### src/verilog/lls_pkg.sv
// constants, register map and timing for the regulator and load-switch control block
// Summary of operation
// - target voltage is 0.8 V plus code*12.5 mV, or 0.6 V plus code*9.375 mV
// - reference-select bit is fixed at build time; host writes never change it
// - each regulator has a single output-voltage code register, no second setting
// - host turns each regulator on or off through its enable bit; device follows
// - a disabled regulator has its 50 ohm output discharge path switched on
// - power-good flag reads 0 while the output is below its threshold
// - unmasked undervoltage drives interrupt low until recovered or off and flag read
// - one threshold-select bit per regulator sets its current-limit threshold
// - at current limit on a masked channel, shutdown-disable bit picks turn-off or keep limiting
// - overcurrent status is latched until the host reads that register
// - unmasked limit undervoltage: all supplies off, interrupt, fault, restart after 100 ms
// - masked limit: still shut off or limit, no fault state, restart after 14 ms
// - two-bit slew field sets gate charging current, 2.5 uA to 10 uA
// - a disabled gate driver switches on its 75 ohm pulldown
// - switch power-good needs gate above input plus 1 V and drop under 100 mV
// - switch follows programmable on/off delays and sleep-state on/off settings
// - each enable or fault restart runs a fixed 275 us soft-start ramp
package lls_pkg;
  localparam int CLK_PERIOD_NS = 100;
  localparam int SOFT_START_NS = 275000;
  localparam int SOFT_START_CYC = (SOFT_START_NS + CLK_PERIOD_NS - 1) / CLK_PERIOD_NS;
  localparam int MASKED_RESTART_MS = 14;
  localparam int FAULT_RESTART_MS = 100;
  localparam int MASKED_RESTART_CYC = MASKED_RESTART_MS * (1000000 / CLK_PERIOD_NS);
  localparam int FAULT_RESTART_CYC = FAULT_RESTART_MS * (1000000 / CLK_PERIOD_NS);
  localparam logic [7:0] ADDR_CTRL = 8'h00;
  localparam logic [7:0] ADDR_VCODE1 = 8'h04;
  localparam logic [7:0] ADDR_VCODE2 = 8'h08;
  localparam logic [7:0] ADDR_STATUS = 8'h0c;
  localparam logic [7:0] ADDR_OCSTAT = 8'h10;
  localparam logic [7:0] ADDR_IRQSTAT = 8'h14;
  localparam logic [7:0] ADDR_IRQMASK = 8'h18;
  localparam logic [7:0] ADDR_LSDELAY = 8'h1c;
  localparam logic [7:0] ADDR_TARGET1 = 8'h20;
  localparam logic [7:0] ADDR_TARGET2 = 8'h24;
  localparam int CTRL_EN_POS = 0;
  localparam int CTRL_LSEN_POS = 2;
  localparam int CTRL_SLEW_POS = 3;
  localparam int CTRL_THR_POS = 5;
  localparam int CTRL_SDDIS_POS = 7;
  localparam int CTRL_UNMASK_POS = 9;
  localparam int CTRL_OCMASK_POS = 11;
  localparam int CTRL_LSSLP_POS = 13;
  localparam int CTRL_LSDSLP_POS = 14;
  localparam int CTRL_W = 15;
  localparam logic [14:0] CTRL_RST = 15'h0003;
  localparam logic [7:0] VCODE1_RST = 8'hc8;
  localparam logic [7:0] VCODE2_RST = 8'h50;
  localparam logic [31:0] LSDELAY_RST = 32'h0000_0000;
  localparam int IRQ_W = 5;
  localparam int IRQ_PG_POS = 0;
  localparam int IRQ_OC_POS = 2;
  localparam int IRQ_FLT_POS = 4;
  localparam logic [21:0] VBASE_REF0_UV = 22'h0c_3500;
  localparam logic [21:0] VSTEP_REF0_UV = 22'h00_30d4;
  localparam logic [21:0] VBASE_REF1_UV = 22'h09_27c0;
  localparam logic [21:0] VSTEP_REF1_UV = 22'h00_249f;
  typedef enum logic [3:0] {
    CH_OFF = 4'b0001,
    CH_RAMP = 4'b0010,
    CH_ON = 4'b0100,
    CH_HOLD = 4'b1000
  } lls_ch_type;
  typedef enum logic [1:0] {
    SYS_RUN = 2'b01,
    SYS_FAULT = 2'b10
  } lls_sys_type;
endpackage

### src/verilog/lls_chan.sv
// one regulator channel: enable, soft-start ramp and masked current-limit restart
`timescale 1ns/10ps
module lls_chan #(
  parameter int RESTART_CYC = lls_pkg::MASKED_RESTART_CYC
) (
  // clock and reset
  input wire logic pclk,
  input wire logic presetn,
  // control
  input wire logic enable,
  input wire logic at_limit,
  input wire logic shutdown_disable,
  input wire logic oc_masked,
  // drive
  output logic output_on,
  output logic discharge_en,
  output logic soft_start
);
  import lls_pkg::*;
  lls_ch_type state;
  lls_ch_type next_state;
  logic [19:0] cnt;
  wire trip = at_limit & oc_masked & ~shutdown_disable;
  wire ramp_done = cnt == 20'(SOFT_START_CYC - 1);
  wire hold_done = cnt == 20'(RESTART_CYC - 1);
  always_comb begin
    next_state = state;
    unique case (state)
      CH_OFF: if (enable) next_state = CH_RAMP;
      CH_RAMP: begin
        if (!enable) next_state = CH_OFF;
        else if (trip) next_state = CH_HOLD;
        else if (ramp_done) next_state = CH_ON;
      end
      CH_ON: begin
        if (!enable) next_state = CH_OFF;
        else if (trip) next_state = CH_HOLD;
      end
      CH_HOLD: begin
        if (!enable) next_state = CH_OFF;
        else if (hold_done) next_state = CH_RAMP;
      end
      default: next_state = CH_OFF;
    endcase
  end
  always_ff @(posedge pclk or negedge presetn) begin
    if (!presetn) begin
      state <= CH_OFF;
      cnt <= 20'h0_0000;
      output_on <= 1'b0;
      discharge_en <= 1'b1;
      soft_start <= 1'b0;
    end else begin
      state <= next_state;
      cnt <= (next_state != state) ? 20'h0_0000 : cnt + 20'h0_0001;
      output_on <= next_state == CH_RAMP || next_state == CH_ON;
      discharge_en <= !(next_state == CH_RAMP || next_state == CH_ON);
      soft_start <= next_state == CH_RAMP;
    end
  end
endmodule

### src/verilog/lls_gate.sv
// load-switch gate driver control with turn-on and turn-off delays and power-good
`timescale 1ns/10ps
module lls_gate (
  // clock and reset
  input wire logic pclk,
  input wire logic presetn,
  // control
  input wire logic request,
  input wire logic [15:0] on_delay,
  input wire logic [15:0] off_delay,
  // comparators
  input wire logic gate_above_in,
  input wire logic drop_small,
  // drive
  output logic drive,
  output logic pulldown_on,
  output logic power_good
);
  import lls_pkg::*;
  logic [15:0] cnt;
  wire want_change = request != drive;
  wire delay_done = cnt >= (request ? on_delay : off_delay);
  wire next_drive = (want_change && delay_done) ? request : drive;
  always_ff @(posedge pclk or negedge presetn) begin
    if (!presetn) begin
      cnt <= 16'h0000;
      drive <= 1'b0;
      pulldown_on <= 1'b1;
      power_good <= 1'b0;
    end else begin
      cnt <= (want_change && !delay_done) ? cnt + 16'h0001 : 16'h0000;
      drive <= next_drive;
      pulldown_on <= !next_drive;
      power_good <= next_drive & gate_above_in & drop_small;
    end
  end
endmodule

### src/verilog/lls_top.sv
// regulator and load-switch control with apb register file, fault restart and interrupts
`timescale 1ns/10ps
module lls_top #(
  parameter int MASKED_RESTART_CYC = lls_pkg::MASKED_RESTART_CYC,
  parameter int FAULT_RESTART_CYC = lls_pkg::FAULT_RESTART_CYC,
  parameter logic REF_SELECT = 1'b0
) (
  // clock and reset
  input wire logic pclk,
  input wire logic presetn,
  // apb slave
  input wire logic psel,
  input wire logic penable,
  input wire logic pwrite,
  input wire logic [7:0] paddr,
  input wire logic [31:0] pwdata,
  output logic [31:0] prdata,
  output logic pready,
  output logic pslverr,
  // regulator comparators
  input wire logic [1:0] reg_below_pg,
  input wire logic [1:0] reg_at_limit,
  // load-switch comparators and sleep states
  input wire logic ls_gate_above_in,
  input wire logic ls_drop_small,
  input wire logic sleep_state,
  input wire logic deep_sleep_state,
  // regulator drive
  output logic [1:0] reg_enable,
  output logic [1:0] reg_discharge,
  output logic [1:0] reg_soft_start,
  output logic [7:0] reg1_voltage_code,
  output logic [7:0] reg2_voltage_code,
  output logic reg_ref_select,
  output logic reg1_overcurrent_threshold,
  output logic reg2_overcurrent_threshold,
  // load-switch drive
  output logic island_gate_drive,
  output logic gate_pulldown,
  output logic [1:0] gate_slew_select,
  output logic ls_power_good,
  // fault and interrupts
  output logic supply_fault_state,
  output logic interrupt_out_n,
  output logic irq
);
  import lls_pkg::*;
  logic [CTRL_W-1:0] ctrl;
  logic [31:0] ls_delay;
  logic [1:0] power_good_flag;
  logic [1:0] overcurrent_status_latch;
  logic [1:0] pg_pending;
  logic [1:0] below_q;
  logic [1:0] limit_q;
  logic [IRQ_W-1:0] irq_stat;
  logic [IRQ_W-1:0] irq_mask;
  logic [21:0] target [2];
  logic [19:0] fault_cnt;
  lls_sys_type sys_state;
  lls_sys_type next_sys;

  // apb decode
  wire setup = psel & ~penable;
  wire access = psel & penable & pready;
  wire wr = access & pwrite;
  wire rd = access & ~pwrite;
  wire hit_ctrl = paddr == ADDR_CTRL;
  wire hit_vc1 = paddr == ADDR_VCODE1;
  wire hit_vc2 = paddr == ADDR_VCODE2;
  wire hit_status = paddr == ADDR_STATUS;
  wire hit_ocstat = paddr == ADDR_OCSTAT;
  wire hit_istat = paddr == ADDR_IRQSTAT;
  wire hit_imask = paddr == ADDR_IRQMASK;
  wire hit_lsdly = paddr == ADDR_LSDELAY;
  wire hit_tgt1 = paddr == ADDR_TARGET1;
  wire hit_tgt2 = paddr == ADDR_TARGET2;
  wire mapped = hit_ctrl | hit_vc1 | hit_vc2 | hit_status | hit_ocstat | hit_istat | hit_imask | hit_lsdly
    | hit_tgt1 | hit_tgt2;
  wire status_read = rd & hit_status;
  wire ocstat_read = rd & hit_ocstat;

  // field views
  wire [1:0] host_en = ctrl[CTRL_EN_POS +: 2];
  wire [1:0] thr_sel = ctrl[CTRL_THR_POS +: 2];
  wire [1:0] sd_dis = ctrl[CTRL_SDDIS_POS +: 2];
  wire [1:0] unmask = ctrl[CTRL_UNMASK_POS +: 2];
  wire [1:0] oc_mask = ctrl[CTRL_OCMASK_POS +: 2];
  wire in_fault = sys_state == SYS_FAULT;
  wire [1:0] uv_trip = reg_at_limit & reg_below_pg & ~oc_mask & reg_enable;
  wire fault_done = fault_cnt == 20'(FAULT_RESTART_CYC - 1);

  wire [31:0] status_word = {23'h00_0000, reg_soft_start, supply_fault_state, reg_enable, REF_SELECT, ls_power_good,
    power_good_flag};
  wire [31:0] rd_mux =
    hit_ctrl ? {{(32 - CTRL_W){1'b0}}, ctrl} :
    hit_vc1 ? {24'h00_0000, reg1_voltage_code} :
    hit_vc2 ? {24'h00_0000, reg2_voltage_code} :
    hit_status ? status_word :
    hit_ocstat ? {30'h0000_0000, overcurrent_status_latch} :
    hit_istat ? {{(32 - IRQ_W){1'b0}}, irq_stat} :
    hit_imask ? {{(32 - IRQ_W){1'b0}}, irq_mask} :
    hit_lsdly ? ls_delay :
    hit_tgt1 ? {10'h000, target[0]} :
    hit_tgt2 ? {10'h000, target[1]} : 32'h0000_0000;

  // interrupt events
  wire [1:0] pg_drop = reg_below_pg & ~below_q & reg_enable;
  wire [1:0] oc_rise = reg_at_limit & ~limit_q;
  wire fault_entry = ~in_fault & (|uv_trip);
  wire [IRQ_W-1:0] irq_ev = {fault_entry, oc_rise, pg_drop};
  wire [IRQ_W-1:0] irq_clr = (wr & hit_istat) ? pwdata[IRQ_W-1:0] : {IRQ_W{1'b0}};

  // load-switch request from enable, sleep settings and fault
  wire ls_sleep_ok = deep_sleep_state ? ctrl[CTRL_LSDSLP_POS] : sleep_state ? ctrl[CTRL_LSSLP_POS] : 1'b1;
  wire ls_request = ctrl[CTRL_LSEN_POS] & ls_sleep_ok & ~in_fault;

  // apb answer
  always_ff @(posedge pclk or negedge presetn) begin
    if (!presetn) begin
      pready <= 1'b0;
      pslverr <= 1'b0;
      prdata <= 32'h0000_0000;
    end else begin
      pready <= setup;
      pslverr <= setup & ~mapped;
      prdata <= setup ? rd_mux : 32'h0000_0000;
    end
  end

  // writable registers; only the control register restores its default after fault restart
  always_ff @(posedge pclk or negedge presetn) begin
    if (!presetn) begin
      ctrl <= CTRL_RST;
      reg1_voltage_code <= VCODE1_RST;
      reg2_voltage_code <= VCODE2_RST;
      ls_delay <= LSDELAY_RST;
      irq_mask <= {IRQ_W{1'b0}};
    end else begin
      if (in_fault && fault_done) begin
        ctrl <= CTRL_RST;
      end else if (wr && hit_ctrl) begin
        ctrl <= pwdata[CTRL_W-1:0];
      end
      if (wr && hit_vc1) begin
        reg1_voltage_code <= pwdata[7:0];
      end
      if (wr && hit_vc2) begin
        reg2_voltage_code <= pwdata[7:0];
      end
      if (wr && hit_lsdly) begin
        ls_delay <= pwdata;
      end
      if (wr && hit_imask) begin
        irq_mask <= pwdata[IRQ_W-1:0];
      end
    end
  end

  // system fault state
  always_comb begin
    next_sys = sys_state;
    unique case (sys_state)
      SYS_RUN: if (|uv_trip) next_sys = SYS_FAULT;
      SYS_FAULT: if (fault_done) next_sys = SYS_RUN;
      default: next_sys = SYS_RUN;
    endcase
  end
  always_ff @(posedge pclk or negedge presetn) begin
    if (!presetn) begin
      sys_state <= SYS_RUN;
      fault_cnt <= 20'h0_0000;
      supply_fault_state <= 1'b0;
    end else begin
      sys_state <= next_sys;
      fault_cnt <= (next_sys == SYS_FAULT && in_fault) ? fault_cnt + 20'h0_0001 : 20'h0_0000;
      supply_fault_state <= next_sys == SYS_FAULT;
    end
  end

  // per-regulator status, latches and channel control
  genvar ch;
  for (ch = 0; ch < 2; ch++) begin : g_ch
    wire [7:0] code = (ch == 0) ? reg1_voltage_code : reg2_voltage_code;
    wire [21:0] next_target = REF_SELECT ? VBASE_REF1_UV + code * VSTEP_REF1_UV : VBASE_REF0_UV + code * VSTEP_REF0_UV;
    wire recovered = ~reg_enable[ch] | ~reg_below_pg[ch];
    lls_chan #(
      .RESTART_CYC(MASKED_RESTART_CYC)
    ) u_chan (
      .pclk(pclk),
      .presetn(presetn),
      .enable(host_en[ch] & ~in_fault & ~(|uv_trip)),
      .at_limit(reg_at_limit[ch]),
      .shutdown_disable(sd_dis[ch]),
      .oc_masked(oc_mask[ch]),
      .output_on(reg_enable[ch]),
      .discharge_en(reg_discharge[ch]),
      .soft_start(reg_soft_start[ch])
    );
    always_ff @(posedge pclk or negedge presetn) begin
      if (!presetn) begin
        target[ch] <= 22'h00_0000;
        power_good_flag[ch] <= 1'b0;
        overcurrent_status_latch[ch] <= 1'b0;
        pg_pending[ch] <= 1'b0;
        below_q[ch] <= 1'b0;
        limit_q[ch] <= 1'b0;
      end else begin
        target[ch] <= next_target;
        power_good_flag[ch] <= reg_enable[ch] & ~reg_below_pg[ch];
        overcurrent_status_latch[ch] <= reg_at_limit[ch] | (overcurrent_status_latch[ch] & ~ocstat_read);
        pg_pending[ch] <= (unmask[ch] & reg_enable[ch] & reg_below_pg[ch])
          | (pg_pending[ch] & ~(recovered & status_read));
        below_q[ch] <= reg_below_pg[ch];
        limit_q[ch] <= reg_at_limit[ch];
      end
    end
  end

  // load-switch gate control
  lls_gate u_gate (
    .pclk(pclk),
    .presetn(presetn),
    .request(ls_request),
    .on_delay(ls_delay[15:0]),
    .off_delay(ls_delay[31:16]),
    .gate_above_in(ls_gate_above_in),
    .drop_small(ls_drop_small),
    .drive(island_gate_drive),
    .pulldown_on(gate_pulldown),
    .power_good(ls_power_good)
  );

  // interrupt status, mask and outputs
  always_ff @(posedge pclk or negedge presetn) begin
    if (!presetn) begin
      irq_stat <= {IRQ_W{1'b0}};
      irq <= 1'b0;
      interrupt_out_n <= 1'b1;
    end else begin
      irq_stat <= irq_ev | (irq_stat & ~irq_clr);
      irq <= |(irq_stat & irq_mask);
      interrupt_out_n <= ~((|pg_pending) | in_fault);
    end
  end

  // static fields
  always_ff @(posedge pclk or negedge presetn) begin
    if (!presetn) begin
      reg_ref_select <= 1'b0;
      reg1_overcurrent_threshold <= 1'b0;
      reg2_overcurrent_threshold <= 1'b0;
      gate_slew_select <= 2'h0;
    end else begin
      reg_ref_select <= REF_SELECT;
      reg1_overcurrent_threshold <= thr_sel[0];
      reg2_overcurrent_threshold <= thr_sel[1];
      gate_slew_select <= ctrl[CTRL_SLEW_POS +: 2];
    end
  end
endmodule

### config.mk
export PLATFORM = sky130hd
export DESIGN_NAME = lls_top
export DESIGN_NICKNAME = d
export VERILOG_FILES = /design/src/verilog/lls_pkg.sv /design/src/verilog/lls_chan.sv /design/src/verilog/lls_gate.sv /design/src/verilog/lls_top.sv
export SDC_FILE = /design/constraint.sdc
export NUM_CORES = 1
export LEC_CHECK = 0
export BUFFER_PORTS_ARGS = -buffer_cell sky130_fd_sc_hd__buf_2
export CAP_MARGIN = 0
export CORE_MARGIN = 2
export CORE_UTILIZATION = 50
export DETAILED_ROUTE_END_ITERATION = 7
export PLACE_DENSITY = 0.74
export REMOVE_ABC_BUFFERS = 1
export SLEW_MARGIN = 40
export SYNTH_ARGS = -nofsm -noshare
export SYNTH_HDL_FRONTEND = slang
export SYNTH_SLANG_ARGS = --single-unit
### constraint.sdc
create_clock -name pclk -period 4.4 [get_ports pclk]
set_input_delay 0.88 -clock pclk [delete_from_list [all_inputs] [get_ports pclk]]
set_output_delay 0.88 -clock pclk [all_outputs]
set_load 0.02 [all_outputs]
==> metrics.sh, run 1 <==
SYNTH-EDFF-COUNT=0
POWER_LEAKAGE_nW=8.400
TIGHTEST_SLEW_PS=883.5
MOST_FREQUENT_CELLS_IN_THE_LAYOUT='sky130_fd_sc_hd__dfrtp_1 (244), sky130_fd_sc_hd__nor2_1 (159), sky130_fd_sc_hd__ha_1 (120)'
ROUTE.ANTENNA.REMAINING_NETS=0
CAP_VIOL_MAX_COUNT=0
GRTUSAGETOTAL=0.2362
DETAILEDROUTE.FIRSTITERATIONVIOLATIONS=935
CLKSINKCOUNT=259
SYN_INST=1421
CRIT_START='reg2_voltage_code[4]'
SYNTH.FF_LATCH_COUNT=259
POSTLAYOUTSETUPSLACKWORST_PS=20.81
FIRST_PASS_GRT_WIRE_LENGTH_MM=58.59
DIE_W_UM=176.0
PLACE_INST=1907
GRT_START_MAX_NET_PINS=72
PERIOD_NEEDED_PS=4379
DRT_FIRST_PASS_ITERS=6
DOMINANTREGCELLSYNTH='sky130_fd_sc_hd__dfrtp_1'
CLOCK_SKEW_PS=16.10
OUTCOME='finished, final reports clean'
FINAL_COMMON_CELL='sky130_fd_sc_hd__dfrtp_1'
RSZ0062_AT_GRT='yes'
CTS_HOLD_BUF=0
FIRST_GLOBAL_VIAS=11190
FIN_NETS=1768
MAX-VDD-IR-DROP_uV=258.2
TIMING.CRITICAL_PATH.TO_TYPE='register'
DESIGN.DIE.AREA_SQ_UM=30980
ROUTED_WIRE_LENGTH_PER_INSTANCE_UM=18.71
PORTBUFFERS=118
HTREE_NUM_LEVELS=1
WL_MM=36.67
NUMBER_OF_BUFFERS_INSERTED_DURING_CLOCK_TREE_SYNTHESIS=28
CLK_LATENCY_PS=550
YS_WARN_COUNT=0
CTS.CLK_SLEW.WORST_PATHS_PS=60
POWER_PER_CELL_AREA_nW_PER_UM2=301.0
REG2REG_FROM='reg2_voltage_code[4]'
SYN_AVG_CELL_AREA_SQ_UM=10.41
TRITONCTS='built'
CRITPATHCAPTURE='target[21]'
SETUP_VIOL=0
HPWL_MM=27.25
VIAS_PER_CELL=5.757
SLEW-LIMIT-HEADROOM=0.4110
WORST_HOLD_PATH_TYPE='primary input to asynchronous set/reset pin'
TIMING_MAX_TRANSITION_VIOLATIONS_FINAL=0
HOLD_VIOL=0
ROWS=62
CRITICALPATHCATEGORY='register to register'
SYN_AREA_SQ_UM=14800
GPL.FINAL_WEIGHTED_CONGESTION=0.9004
N_ANTENNA_CELL=0
FP.COREAREA_SQ_UM=28940
AREA.GROWTH.SYNTH_TO_FINAL_PCT=15.76
FLOORPLAN.INITIALDENSITY=0.5114
POST_ROUTE_CELLS_DRIVE_ABOVE_1_SHARE=0.2100
SETUP.WORST_PATH.START_CLASS='register'
REG2REGPATHDEPTH=17
FLOORPLAN.DIE.HEIGHT_UM=176.0
SYNTH.DISTINCT_CELLS=77
FINAL_STD_CELLS_W_O_FILL=1960
SYNTH_SEQ_AREA_SHARE=0.4392
R2R_END='target[21]'
ROUTE.VIAS.TOTAL=11280
DP_SLACK_PS=-25.87
GRT_ANTENNA_BEFORE_REPAIR=0
CLOCK_PATH_BUFFERS=3
ASYNC_FLOP_SHARE=1.000
CTS.ROOT.BUFFER_CELL='sky130_fd_sc_hd__clkbuf_16'
MAX_CLOCK_FREQ_GHz=0.2284
BOUNDARYPINS=120
TIMING.CRITICAL_PATH.ARRIVAL_PS=4800
FINAL_MIN_PERIOD_OVER_CLOCK_PERIOD=0.9953
DRC=0
REGTOREGSETUPSLACK_PS=20
PATH_MAX_FANOUT=5
TIMING.CRITICAL_PATH.REQUIRED_PS=4820
GRT_REMAINING_OVERFLOW=0
-- flip-flops by register name, summed over array words and instances (netlist names), 2 cells and up --
| register | flops |
|---|---|
| below_q | 2 |
| ctrl | 15 |
| fault_cnt | 20 |
| g_ch.u_chan.cnt | 40 |
| g_ch.u_chan.discharge_en | 2 |
| g_ch.u_chan.output_on | 2 |
| g_ch.u_chan.soft_start | 2 |
| g_ch.u_chan.state | 8 |
| gate_slew_select | 2 |
| irq_mask | 5 |
| irq_stat | 5 |
| limit_q | 2 |
| ls_delay | 32 |
| overcurrent_status_latch | 2 |
| pg_pending | 2 |
| power_good_flag | 2 |
| prdata | 32 |
| reg1_voltage_code | 8 |
| reg2_voltage_code | 8 |
| sys_state | 2 |
| target | 40 |
| u_gate.cnt | 16 |
-- cells by family (layout without fill, tap and decap cells) --
family | count (synthesis) | count (layout) | share of synthesized area
xor gates and xnor gates | 119 | 119 | 0.07044
buffers and inverters | 120 | 275 | 0.03577
other | 1 | 1 | 0.0002534
DFF | 259 | 259 | 0.4392
adders and majority gates | 156 | 156 | 0.1441
and+or+nand+nor | 488 | 488 | 0.1607
AOI/OAI and AO/OA | 203 | 203 | 0.09428
muxes | 75 | 75 | 0.05530
-- stage by stage --
| stage | total power, mW | TNS [ps] | area [sq um] | hold WS [ps] | util |
|---|---|---|---|---|---|
| 6_report | 5.155 | 0 | 17130 | 305.3 | 0.5920 |
| 5_1_grt | 5.369 | -273.6 | 17130 | 325.8 | 0.5920 |
| 4_1_cts | 5.193 | 0 | 16840 | 321.6 | 0.5819 |
| 3_5_place_dp | 3.007 | -25.87 | 15970 | 400.2 | 0.5519 |
| 3_3_place_gp | 2.978 | 0 | 15920 | 390.7 | 0.5500 |
| 2_1_floorplan | 2.820 | -24820 | 14510 | 374.0 | - |
-- metal layers --
layer | wire length [um] | global-route usage | vias to the layer above
li1 | - | - | 5274
met1 | 15940 | 0.3270 | 5553
met2 | 17380 | 0.3894 | 391
met3 | 2524 | 0.03596 | 65
met4 | 830 | 0.06336 | 0
met5 | 0 | 0 | -
-- report_power, final --
part	internal (mW)	switching [mW]	total, mW
registers	2.47	0.0886	2.56
clock network	1.25	0.932	2.18
logic	0.161	0.250	0.410
-- area by class of cell --
type	count	area, sq um
Sequential cell	259	6500
Timing Repair Buffer	164	1015
Clock inverter	6	51.30
Multi-Input combinational cell	1042	8043
Tap cell	384	480.5
Fill cell	2332	11810
Clock buffer	41	799.5
Inverter	64	240.2
-- synthesized netlist by cell type (5+ instances only) --
| master | number | area share |
|---|---|---|
| sky130_fd_sc_hd__o22ai_1 | 6 | 0.0025 |
| sky130_fd_sc_hd__nor2_1 | 160 | 0.041 |
| sky130_fd_sc_hd__clkbuf_1 | 26 | 0.0066 |
| sky130_fd_sc_hd__ha_1 | 132 | 0.11 |
| sky130_fd_sc_hd__xnor2_1 | 57 | 0.034 |
| sky130_fd_sc_hd__o21a_1 | 7 | 0.0036 |
| sky130_fd_sc_hd__nand3b_1 | 6 | 0.0030 |
| sky130_fd_sc_hd__nor4b_1 | 7 | 0.0041 |
| sky130_fd_sc_hd__or3_1 | 8 | 0.0034 |
| sky130_fd_sc_hd__nand4_1 | 18 | 0.0076 |
| sky130_fd_sc_hd__nand2b_1 | 15 | 0.0063 |
| sky130_fd_sc_hd__and3_1 | 27 | 0.011 |
| sky130_fd_sc_hd__o31ai_1 | 5 | 0.0025 |
| sky130_fd_sc_hd__a22oi_1 | 12 | 0.0061 |
| sky130_fd_sc_hd__dfrtp_1 | 245 | 0.41 |
| sky130_fd_sc_hd__a21o_1 | 10 | 0.0051 |
| sky130_fd_sc_hd__buf_4 | 11 | 0.0056 |
| sky130_fd_sc_hd__o211ai_1 | 6 | 0.0030 |
| sky130_fd_sc_hd__a222oi_1 | 22 | 0.015 |
| sky130_fd_sc_hd__fa_1 | 24 | 0.032 |
| sky130_fd_sc_hd__nor4_1 | 9 | 0.0038 |
| sky130_fd_sc_hd__nand2_1 | 108 | 0.027 |
| sky130_fd_sc_hd__nor3_1 | 30 | 0.010 |
| sky130_fd_sc_hd__or2_2 | 7 | 0.0030 |
| sky130_fd_sc_hd__nand3_1 | 53 | 0.018 |
| sky130_fd_sc_hd__inv_1 | 64 | 0.016 |
| sky130_fd_sc_hd__buf_2 | 12 | 0.0041 |
| sky130_fd_sc_hd__a21oi_1 | 57 | 0.019 |
| sky130_fd_sc_hd__nor2b_1 | 13 | 0.0055 |
| sky130_fd_sc_hd__xor2_1 | 62 | 0.037 |
| sky130_fd_sc_hd__a31oi_1 | 9 | 0.0038 |
| sky130_fd_sc_hd__dfstp_2 | 14 | 0.025 |
| sky130_fd_sc_hd__mux2i_1 | 21 | 0.014 |
| sky130_fd_sc_hd__o21ai_0 | 31 | 0.010 |
| sky130_fd_sc_hd__mux2_2 | 54 | 0.041 |
| sky130_fd_sc_hd__a211oi_1 | 5 | 0.0025 |
-- repair_timing --
| action | CTS | global route |
|---|---|---|
| gates resized for setup | 2 | 42 |
| pin swaps | 4 | 13 |
| endpoints found under the setup margin | 2 | 9 |
| buffers inserted | 0 | 6 |
-- worst max-delay path, cell delays in order, from the launching register on --
cell and delay, ps:
sky130_fd_sc_hd__dfstp_2 590, sky130_fd_sc_hd__ha_4 230, sky130_fd_sc_hd__ha_4 210, sky130_fd_sc_hd__fa_1 510, sky130_fd_sc_hd__inv_1 60, sky130_fd_sc_hd__fa_1 530
sky130_fd_sc_hd__inv_1 70, sky130_fd_sc_hd__ha_4 290, sky130_fd_sc_hd__nand2b_4 70, sky130_fd_sc_hd__a211oi_4 330, sky130_fd_sc_hd__buf_4 180, sky130_fd_sc_hd__o21a_1 120
sky130_fd_sc_hd__nor2_1 60, sky130_fd_sc_hd__xnor2_1 140, sky130_fd_sc_hd__or3_1 430, sky130_fd_sc_hd__a211oi_1 230, sky130_fd_sc_hd__nor2_1 80, sky130_fd_sc_hd__xnor2_1 130
-- worst min path at each step --
stage / from / end
after floorplan: ctrl[3] / gate_slew_select[0]
after global placement: ctrl[5] / reg1_overcurrent_threshold
after detailed placement: ctrl[5] / reg1_overcurrent_threshold
after CTS: presetn / fault_cnt[10]
after global routing: presetn / sys_state[1]
final: presetn / fault_cnt[10]
Power figures use the tool's default switching activity.
==> run 2, diff against run 1 <==
--- a/config.mk
+++ b/config.mk
@@ -5,12 +5,13 @@
 export SDC_FILE = /design/constraint.sdc
 export NUM_CORES = 1
 export LEC_CHECK = 0
+export ABC_AREA = 1
 export BUFFER_PORTS_ARGS = -buffer_cell sky130_fd_sc_hd__buf_2
 export CAP_MARGIN = 0
 export CORE_MARGIN = 2
 export CORE_UTILIZATION = 50
 export DETAILED_ROUTE_END_ITERATION = 7
-export PLACE_DENSITY = 0.74
+export PLACE_DENSITY = 0.71
 export REMOVE_ABC_BUFFERS = 1
 export SLEW_MARGIN = 40
 export SYNTH_ARGS = -nofsm -noshare
==> constraint.sdc (replaced) <==
create_clock -name pclk -period 5.28 [get_ports pclk]
set_input_delay 1.056 -clock pclk [delete_from_list [all_inputs] [get_ports pclk]]
set_output_delay 1.056 -clock pclk [all_outputs]
set_load 0.02 [all_outputs]
==> run 2 against run 1 <==
  * Global-route usage up 0.62 points
  * Cell count rose by 27%
  * Hold slack better by 110 ps
  * Final area grew 4.8%
  * Non-clock buffer count shrank 37
  * Register-to-register slack gained 1100 ps
  * Die area increased by 8.4%
  * Largest power group unchanged
  * Sequential power shrank 16%
==> metrics.sh, run 2 <==
OUTCOME='finished, final reports clean'  # unchanged
DESIGN.DIE.AREA_SQ_UM=33570  # was 30980 sq um
BOUNDARYPINS=120  # unchanged
CTS.ROOT.BUFFER_CELL='sky130_fd_sc_hd__clkbuf_16'  # unchanged
POST-SYNTH-TOP-COUNT-CELL='sky130_fd_sc_hd__nand2_1'  # was sky130_fd_sc_hd__dfrtp_1
FLOORPLAN.DIE.HEIGHT_UM=183.2  # was 176.0 um
SLEW-LIMIT-HEADROOM=0.5006  # was 0.4110
SYN_AVG_CELL_AREA_SQ_UM=8.228  # was 10.41 sq um
NETLIST.TOP_CELL.BY_AREA='sky130_fd_sc_hd__dfrtp_1'  # unchanged
VIAS_PER_CELL=5.345  # was 5.757
PATH_MAX_FANOUT=7  # was 5
DOMINANTREGCELLSYNTH='sky130_fd_sc_hd__dfrtp_1'  # unchanged
FINISH.UTILIZATION=0.5687  # was 0.5920
DRC=0  # unchanged
DETAILEDROUTE.FIRSTITERATIONVIOLATIONS=994  # was 935
DIE_W_UM=183.2  # was 176.0 um
REG_TOP3='g_ch.u_chan.cnt x40, target x40'  # unchanged
CTS_HOLD_BUF=0  # unchanged
TIMING.CRITICAL_PATH.ARRIVAL_PS=4590  # was 4800 ps
WORST_PATH_MOST_REPEATED_CELL='sky130_fd_sc_hd__nand2_1'  # was sky130_fd_sc_hd__ha_4
WORSTPATHCELLLIST='ha_1, ha_1, inv_1, fa_1, inv_1, fa_1, ha_1, nand2_1, nand2_1, inv_1, nand2_2, nand2_1, and2_1, ha_1, inv_1, nand2_1, nand2_1, nand3_1, nand4_1, nand2_1, nand2_1, nand2_1'  # was ha_4, ha_4, fa_1, inv_1, fa_1, inv_1, ha_4, nand2b_4, a211oi_4, buf_4, o21a_1, nor2_1, xnor2_1, or3_1, a211oi_1, nor2_1, xnor2_1
FLOORPLAN.INITIALDENSITY=0.5090  # was 0.5114
HPWL_MM=30.67  # was 27.25 mm
YS_WARN_COUNT=0  # unchanged
FIRST_PASS_GRT_WIRE_LENGTH_MM=65.35  # was 58.59 mm
CRITICALPATHCATEGORY='register to register'  # unchanged
POST_CTS_RESIZE_COUNT=0  # was 2
TIMING.HOLD.WS_PS=415.8  # was 305.3 ps
GRT_ANTENNA_BEFORE_REPAIR=0  # unchanged
CAP_VIOL_MAX_COUNT=0  # unchanged
AREA.GROWTH.SYNTH_TO_FINAL_PCT=11.73  # was 15.76%
CLOCK_PATH_BUFFERS=3  # unchanged
PERIOD_NEEDED_PS=4167  # was 4379 ps
SYNTH_TOP_AREA_FRAC=0.3817  # was 0.4143
TIGHTEST_SLEW_PS=749.2  # was 883.5 ps
ROWS=65  # was 62
WORST_PATH_MAX_DELAY_CELL='sky130_fd_sc_hd__dfrtp_1'  # was sky130_fd_sc_hd__dfstp_2
MOST_FREQUENT_CELLS_IN_THE_LAYOUT='sky130_fd_sc_hd__nand2_1 (479), sky130_fd_sc_hd__inv_1 (268), sky130_fd_sc_hd__dfrtp_1 (245)'  # was sky130_fd_sc_hd__dfrtp_1 (244), sky130_fd_sc_hd__nor2_1 (159), sky130_fd_sc_hd__ha_1 (120)
PORTBUFFERS=118  # unchanged
SYNTH.FF_LATCH_COUNT=259  # unchanged
POWER_LEAKAGE_nW=9.696  # was 8.400 nW
GRT_REMAINING_OVERFLOW=0  # unchanged
SETUP_VIOL=0  # unchanged
CLKSINKCOUNT=259  # unchanged
HOLD_VIOL=0  # unchanged
TIMING.CRITICAL_PATH.REQUIRED_PS=5710  # was 4820 ps
FINAL_STD_CELLS_W_O_FILL=2484  # was 1960
RSZ0062_AT_GRT='no'  # was yes
SETUP.WORST_PATH.START_CLASS='register'  # unchanged
CLK_LATENCY_PS=550  # about the same
TIMING_MAX_TRANSITION_VIOLATIONS_FINAL=0  # unchanged
SYN_INST=1952  # was 1421
ROUTE.VIAS.TOTAL=13280  # was 11280
SYN_AREA_SQ_UM=16060  # was 14800 sq um
TRITONCTS='built'  # unchanged
REGTOREGSETUPSLACK_PS=1110  # was 20 ps
MAX_CLOCK_FREQ_GHz=0.2400  # was 0.2284 GHz
FP.COREAREA_SQ_UM=31560  # was 28940 sq um
NUMBER_OF_BUFFERS_INSERTED_DURING_CLOCK_TREE_SYNTHESIS=28  # unchanged
SYNTH-EDFF-COUNT=0  # unchanged
CTS.CLK_SLEW.WORST_PATHS_PS=70  # was 60 ps
DRT_FIRST_PASS_ITERS=6  # unchanged
WORST_HOLD_PATH_TYPE='register to register'  # was primary input to asynchronous set/reset pin
SYNTH_TOP_CELLS_BY_COUNT='sky130_fd_sc_hd__nand2_1 (482), sky130_fd_sc_hd__inv_1 (268), sky130_fd_sc_hd__dfrtp_1 (245)'  # was sky130_fd_sc_hd__dfrtp_1 (245), sky130_fd_sc_hd__nor2_1 (160), sky130_fd_sc_hd__ha_1 (132)
PLACE_INST=2432  # was 1907
PLACED_CELL_AREAS_SQ_UM=16970  # was 15970 sq um
SETUP_TNS_FINAL_PS=0  # unchanged
N_ANTENNA_CELL=0  # unchanged
NETLIST_TOP_CELLS_AREA='sky130_fd_sc_hd__dfrtp_1 (38%), sky130_fd_sc_hd__nand2_1 (11%), sky130_fd_sc_hd__ha_1 (10%)'  # was sky130_fd_sc_hd__dfrtp_1 (41%), sky130_fd_sc_hd__ha_1 (11%), sky130_fd_sc_hd__mux2_2 (4.1%)
MAX-VDD-IR-DROP_uV=257.3  # was 258.2 uV
FIRST_GLOBAL_VIAS=12940  # was 11190
ROUTE.ANTENNA.REMAINING_NETS=0  # unchanged
TIMING.CRITICAL_PATH.SLOWEST_CELL_DELAY_PS=500  # was 590 ps
ROUTED_WIRE_LENGTH_PER_INSTANCE_UM=16.15  # was 18.71 um
HTREE_NUM_LEVELS=1  # unchanged
GPL.FINAL_WEIGHTED_CONGESTION=0.9582  # was 0.9004
FIN_AREA_SQ_UM=17950  # was 17130 sq um
GRT_START_MAX_NET_PINS=66  # was 72
GRTUSAGETOTAL=0.2424  # was 0.2362
FINAL_MIN_PERIOD_OVER_CLOCK_PERIOD=0.7891  # was 0.9953
ASYNC_FLOP_SHARE=1.000  # unchanged
POWER_PER_CELL_AREA_nW_PER_UM2=275.1  # was 301.0 nW/um^2
WL_MM=40.11  # was 36.67 mm
SYNTH.DISTINCT_CELLS=50  # was 77
TIMING.CRITICAL_PATH.TO_TYPE='register'  # unchanged
CLOCK_SKEW_PS=22.22  # was 16.10 ps
FINAL_COMMON_CELL='sky130_fd_sc_hd__nand2_1'  # was sky130_fd_sc_hd__dfrtp_1
FIN_NETS=2269  # was 1768
POST_CTS_BUFFERS=0  # unchanged
POST_ROUTE_CELLS_DRIVE_ABOVE_1_SHARE=0.1378  # was 0.2100
SYNTH_SEQ_AREA_SHARE=0.4046  # was 0.4392
==> run 2: final timing paths <==
kind                                      start                           to  cells past startpoint
min in group asynchronous               presetn                   prdata[16]                      1
max reg2reg                reg1_voltage_code[2]                   target[42]                     22
min reg2reg                             ctrl[4]          gate_slew_select[1]                      0
min                                     ctrl[4]          gate_slew_select[1]                      0
max in group asynchronous               presetn  g_ch[1].u_chan.discharge_en                      3
max                        reg1_voltage_code[2]                   target[42]                     22
==> run 2: cell families after synthesis <==
logic type,count (synthesis),synth area share
xor gates and xnor gates,74,0.04035
DFF,259,0.4046
buffers and inverters,325,0.08366
other,1,0.0002335
AOI/OAI and AO/OA,200,0.06949
and+or+nand+nor,932,0.2655
adders and majority gates,156,0.1327
muxes,5,0.003427
==> run 2: metal layers <==
layer  share of wire  GRT usage
met4           0.031    0.07200
met3           0.058    0.03336
met1            0.46     0.3420
met2            0.45     0.3909
met5               0          0
==> run 2: cell type report <==
class,instances,area (sq um)
repair buffers,127,700.7
clock buffers,35,777.0
flip-flops and latches,259,6499
clock inverters,17,192.7
well taps,402,503.0
fillers,2894,13610
multi-input cells,1368,8238
inverters,276,1036
==> run 2: through the flow <==
step           setup WS [ps]  power (mW)
3_3_place_gp            1203       2.933
2_1_floorplan           1284       2.685
5_1_grt                845.4       5.127
3_5_place_dp            1129       2.947
4_1_cts                 1117       4.967
6_report                1113       4.937
==> run 2: critical path, delay by kind of cell, from the launching register on <==
kind | cells | cell delay, ps
buffers and inverters | 4 | 220
flip-flops | 1 | 500
adder cells (fa/ha/maj) | 6 | 2230
AND/OR/NAND/NOR | 12 | 1100
==> run 2: where the power goes <==
| part | internal (mW) | switching, mW | total, mW |
|---|---|---|---|
| Combinational | 0.190 | 0.563 | 0.752 |
| Clock | 1.20 | 0.832 | 2.03 |
| Sequential | 2.08 | 0.0729 | 2.15 |
| Total | 3.47 | 1.47 | 4.94 |
==> run 3, diff against run 2 <==
--- a/config.mk
+++ b/config.mk
@@ -5,13 +5,13 @@
 export SDC_FILE = /design/constraint.sdc
 export NUM_CORES = 1
 export LEC_CHECK = 0
-export ABC_AREA = 1
+export ABC_AREA = 0
 export BUFFER_PORTS_ARGS = -buffer_cell sky130_fd_sc_hd__buf_2
 export CAP_MARGIN = 0
 export CORE_MARGIN = 2
 export CORE_UTILIZATION = 50
 export DETAILED_ROUTE_END_ITERATION = 7
-export PLACE_DENSITY = 0.71
+export PLACE_DENSITY = 0.74
 export REMOVE_ABC_BUFFERS = 1
 export SLEW_MARGIN = 40
 export SYNTH_ARGS = -nofsm -noshare
==> constraint.sdc (replaced) <==
create_clock -name pclk -period 3.8 [get_ports pclk]
set_input_delay 0.76 -clock pclk [delete_from_list [all_inputs] [get_ports pclk]]
set_output_delay 0.76 -clock pclk [all_outputs]
set_load 0.02 [all_outputs]
==> run 3 against run 2 <==
  * Final area increased by 5.9%
  * Highest routed layer unchanged
  * Via count decreased by 8.8%
  * The run now ends with DRC, setup timing left
  * Global-route usage increased by 1.8 points
  * Critical endpoint is now target[21]
  * Clock power increased by 39%
  * Count of clock-buffer cells in the layout increased by 9
  * Total power increased by 28%
  * Worst setup slack got worse by 1600 ps
  * Clock skew decreased by 7.5 ps
  * Largest power group unchanged
  * Critical path type unchanged
  * Critical path depth decreased by 5
  * Sequential cell count unchanged
  * Sequential power increased by 38%
==> metrics.sh, run 3 (same netlist as run 1, synthesis figures left out) <==
WL_MM=41.69  # was 40.11 mm
DP_SLACK_PS=-619.1  # was 1129 ps
CTS_HOLD_BUF=0  # unchanged
GRTUSAGETOTAL=0.2602  # was 0.2424
REG_TOP3='g_ch.u_chan.cnt x40, target x40'  # unchanged
HPWL_MM=27.82  # was 30.67 mm
FLOORPLAN.INITIALDENSITY=0.5114  # was 0.5090
DRC=11  # was 0
CLOCK_PATH_BUFFERS=3  # unchanged
TIMING.CRITICAL_PATH.ARRIVAL_PS=4750  # was 4590 ps
WORST_HOLD_PATH_TYPE='primary input to asynchronous set/reset pin'  # was register to register
FIN_NETS=1896  # was 2269
TRITONCTS='built'  # unchanged
FINAL_COMMON_CELL='sky130_fd_sc_hd__dfrtp_1'  # was sky130_fd_sc_hd__nand2_1
VIOLATIONS='DRC, setup timing'
DRT_FIRST_PASS_ITERS=8  # was 6
POST_ROUTE_CELLS_DRIVE_ABOVE_1_SHARE=0.3271  # was 0.1378
DIE_W_UM=176.0  # was 183.2 um
GRT_REMAINING_OVERFLOW=0  # unchanged
OUTCOME='finished with violations'  # was finished, final reports clean
GRT_START_MAX_NET_PINS=94  # was 66
ROWS=62  # was 65
MAX-VDD-IR-DROP_uV=354.8  # was 257.3 uV
N_ANTENNA_CELL=0  # unchanged
NUMBER_OF_BUFFERS_INSERTED_DURING_CLOCK_TREE_SYNTHESIS=29  # was 28
AREA.GROWTH.SYNTH_TO_FINAL_PCT=28.41  # was 11.73%
FIRST_GLOBAL_VIAS=12140  # was 12940
DESIGN.DIE.AREA_SQ_UM=30980  # was 33570 sq um
HOLD_VIOL=0  # unchanged
PATH_MAX_FANOUT=3  # was 7
DETAILEDROUTE.FIRSTITERATIONVIOLATIONS=946  # was 994
VIAS_PER_CELL=5.785  # was 5.345
SETUP_VIOL=18  # was 0
ROUTE.ANTENNA.REMAINING_NETS=0  # unchanged
FINAL_MIN_PERIOD_OVER_CLOCK_PERIOD=1.134  # was 0.7891
POWER_PER_CELL_AREA_nW_PER_UM2=331.3  # was 275.1 nW/um^2
ROUTE.VIAS.TOTAL=12110  # was 13280
ROUTED_WIRE_LENGTH_PER_INSTANCE_UM=19.92  # was 16.15 um
CRITICALPATHCATEGORY='register to register'  # unchanged
FP.COREAREA_SQ_UM=28940  # was 31560 sq um
MAX_CLOCK_FREQ_GHz=0.2321  # was 0.2400 GHz
TIMING_MAX_TRANSITION_VIOLATIONS_FINAL=0  # unchanged
FIRST_PASS_GRT_WIRE_LENGTH_MM=64.03  # was 65.35 mm
CLK_LATENCY_PS=560  # was 550 ps
CAP_VIOL_MAX_COUNT=0  # unchanged
CTS.CLK_SLEW.WORST_PATHS_PS=60  # was 70 ps
PERIOD_NEEDED_PS=4309  # was 4167 ps
TIMING.CRITICAL_PATH.TO_TYPE='register'  # unchanged
FILL_CELLS=2069  # was 2894
PLACE_INST=2006  # was 2432
SETUP.WORST_PATH.START_CLASS='register'  # unchanged
HTREE_NUM_LEVELS=1  # unchanged
GPL.FINAL_WEIGHTED_CONGESTION=0.9390  # was 0.9582
FLOORPLAN.DIE.HEIGHT_UM=176.0  # was 183.2 um
SLEW-LIMIT-HEADROOM=0.4305  # was 0.5006
CLOCK_SKEW_PS=14.68  # was 22.22 ps
CTS.ROOT.BUFFER_CELL='sky130_fd_sc_hd__clkbuf_16'  # unchanged
PORTBUFFERS=118  # unchanged
RSZ0062_AT_GRT='yes'  # was no
GRT_ANTENNA_BEFORE_REPAIR=0  # unchanged
BOUNDARYPINS=120  # unchanged
CLKSINKCOUNT=259  # unchanged
POSTLAYOUTSETUPSLACKWORST_PS=-508.7  # was 1113 ps
MOST_FREQUENT_CELLS_IN_THE_LAYOUT='sky130_fd_sc_hd__dfrtp_1 (244), sky130_fd_sc_hd__buf_4 (153), sky130_fd_sc_hd__nor2_1 (152)'  # was sky130_fd_sc_hd__nand2_1 (479), sky130_fd_sc_hd__inv_1 (268), sky130_fd_sc_hd__dfrtp_1 (245)
FINAL_STD_CELLS_W_O_FILL=2093  # was 2484
POWER_LEAKAGE_nW=9.240  # was 9.696 nW
TIMING.CRITICAL_PATH.REQUIRED_PS=4240  # was 5710 ps
TIGHTEST_SLEW_PS=852.5  # was 749.2 ps
==> run 3: cell count changes in the layout (fill, tap and decap cells not counted), sizes merged, moves of 20 or more <==
cell    before  now
mux2         4   54
nand3      133   53
o21ai       99   35
nand2      492  108
nor3        67   31
mux2i        1   21
nand4       44   19
buf        127  291
and3         0   27
a222oi       0   22
inv        275   65
xnor2       18   57
==> run 3: metrics by stage <==
step                      area (sq um)  utilization  power (mW)  TNS [ps]  hold slack (ps)
after floorplan                  14510            -       3.266    -54610            374.0
after global placement           16670       0.5762       3.463     -6631            404.6
after detailed placement         16680       0.5764       3.487     -9193            403.2
after CTS                        18480       0.6386       6.325     -2194            246.1
after global routing             19000       0.6567       6.535     -6667            266.7
final                            19000       0.6567       6.295     -5095            195.8
==> run 3: timing repair <==
| action | CTS | global route |
|---|---|---|
| hold endpoints to repair | 0 | 0 |
| setup buffers | 24 | 23 |
| gates cloned | 0 | 0 |
| setup endpoints to repair | 21 | 37 |
| pin swaps | 64 | 51 |
| resized for setup | 115 | 80 |
==> run 3: final timing paths <==
check                                startpoint            end  slack [ps]  depth (start not counted)
hold reg to reg                      limit_q[0]    irq_stat[2]         420                          1
min in group pclk               reg_at_limit[0]     limit_q[0]         350                          1
setup reg to reg           reg2_voltage_code[4]     target[21]        -510                         17
setup / recovery           reg2_voltage_code[4]     target[21]        -510                         17
max in group asynchronous               presetn     prdata[19]        2680                          2
hold / removal                          presetn  fault_cnt[12]         200                          1
==> run 3: report_power, final <==
group          internal [mW]  total (mW)  switching, mW
Clock                   1.69        2.83           1.14
Combinational          0.204       0.504          0.299
Sequential              2.86        2.97          0.104
==> run 3: worst max-delay path: stages (launching register included) <==
cell and delay, ps:
sky130_fd_sc_hd__dfstp_2 590, sky130_fd_sc_hd__ha_4 230, sky130_fd_sc_hd__ha_4 210, sky130_fd_sc_hd__fa_1 470, sky130_fd_sc_hd__inv_1 50, sky130_fd_sc_hd__fa_1 500, sky130_fd_sc_hd__inv_2 70, sky130_fd_sc_hd__ha_4 300
sky130_fd_sc_hd__nand2b_4 60, sky130_fd_sc_hd__a211oi_4 380, sky130_fd_sc_hd__nor3_4 80, sky130_fd_sc_hd__o311ai_1 370, sky130_fd_sc_hd__buf_4 190, sky130_fd_sc_hd__a21oi_1 70, sky130_fd_sc_hd__o21ai_1 150, sky130_fd_sc_hd__xnor2_1 220
sky130_fd_sc_hd__nor2_1 110, sky130_fd_sc_hd__xnor2_1 140
==> run 3: cell type report <==
cell class | instances | area (sq um) | share of cell area
Clock buffer | 44 | 852.1 | 0.04484
Multi-Input combinational cell | 1042 | 8811 | 0.4637
Sequential cell | 259 | 6500 | 0.3421
Timing Repair Buffer | 291 | 1992 | 0.1048
Clock inverter | 9 | 122.6 | 0.006453
Inverter | 64 | 242.7 | 0.01277
Tap cell | 384 | 480.5 | 0.02529
==> run 3: layer usage <==
layer | vias up | global-route usage | routed length [um]
met5 | - | 0 | 0
met3 | 131 | 0.03962 | 3052
met1 | 5940 | 0.3419 | 16400
li1 | 5517 | - | -
met4 | 0 | 0.09883 | 1870
met2 | 519 | 0.4364 | 20370
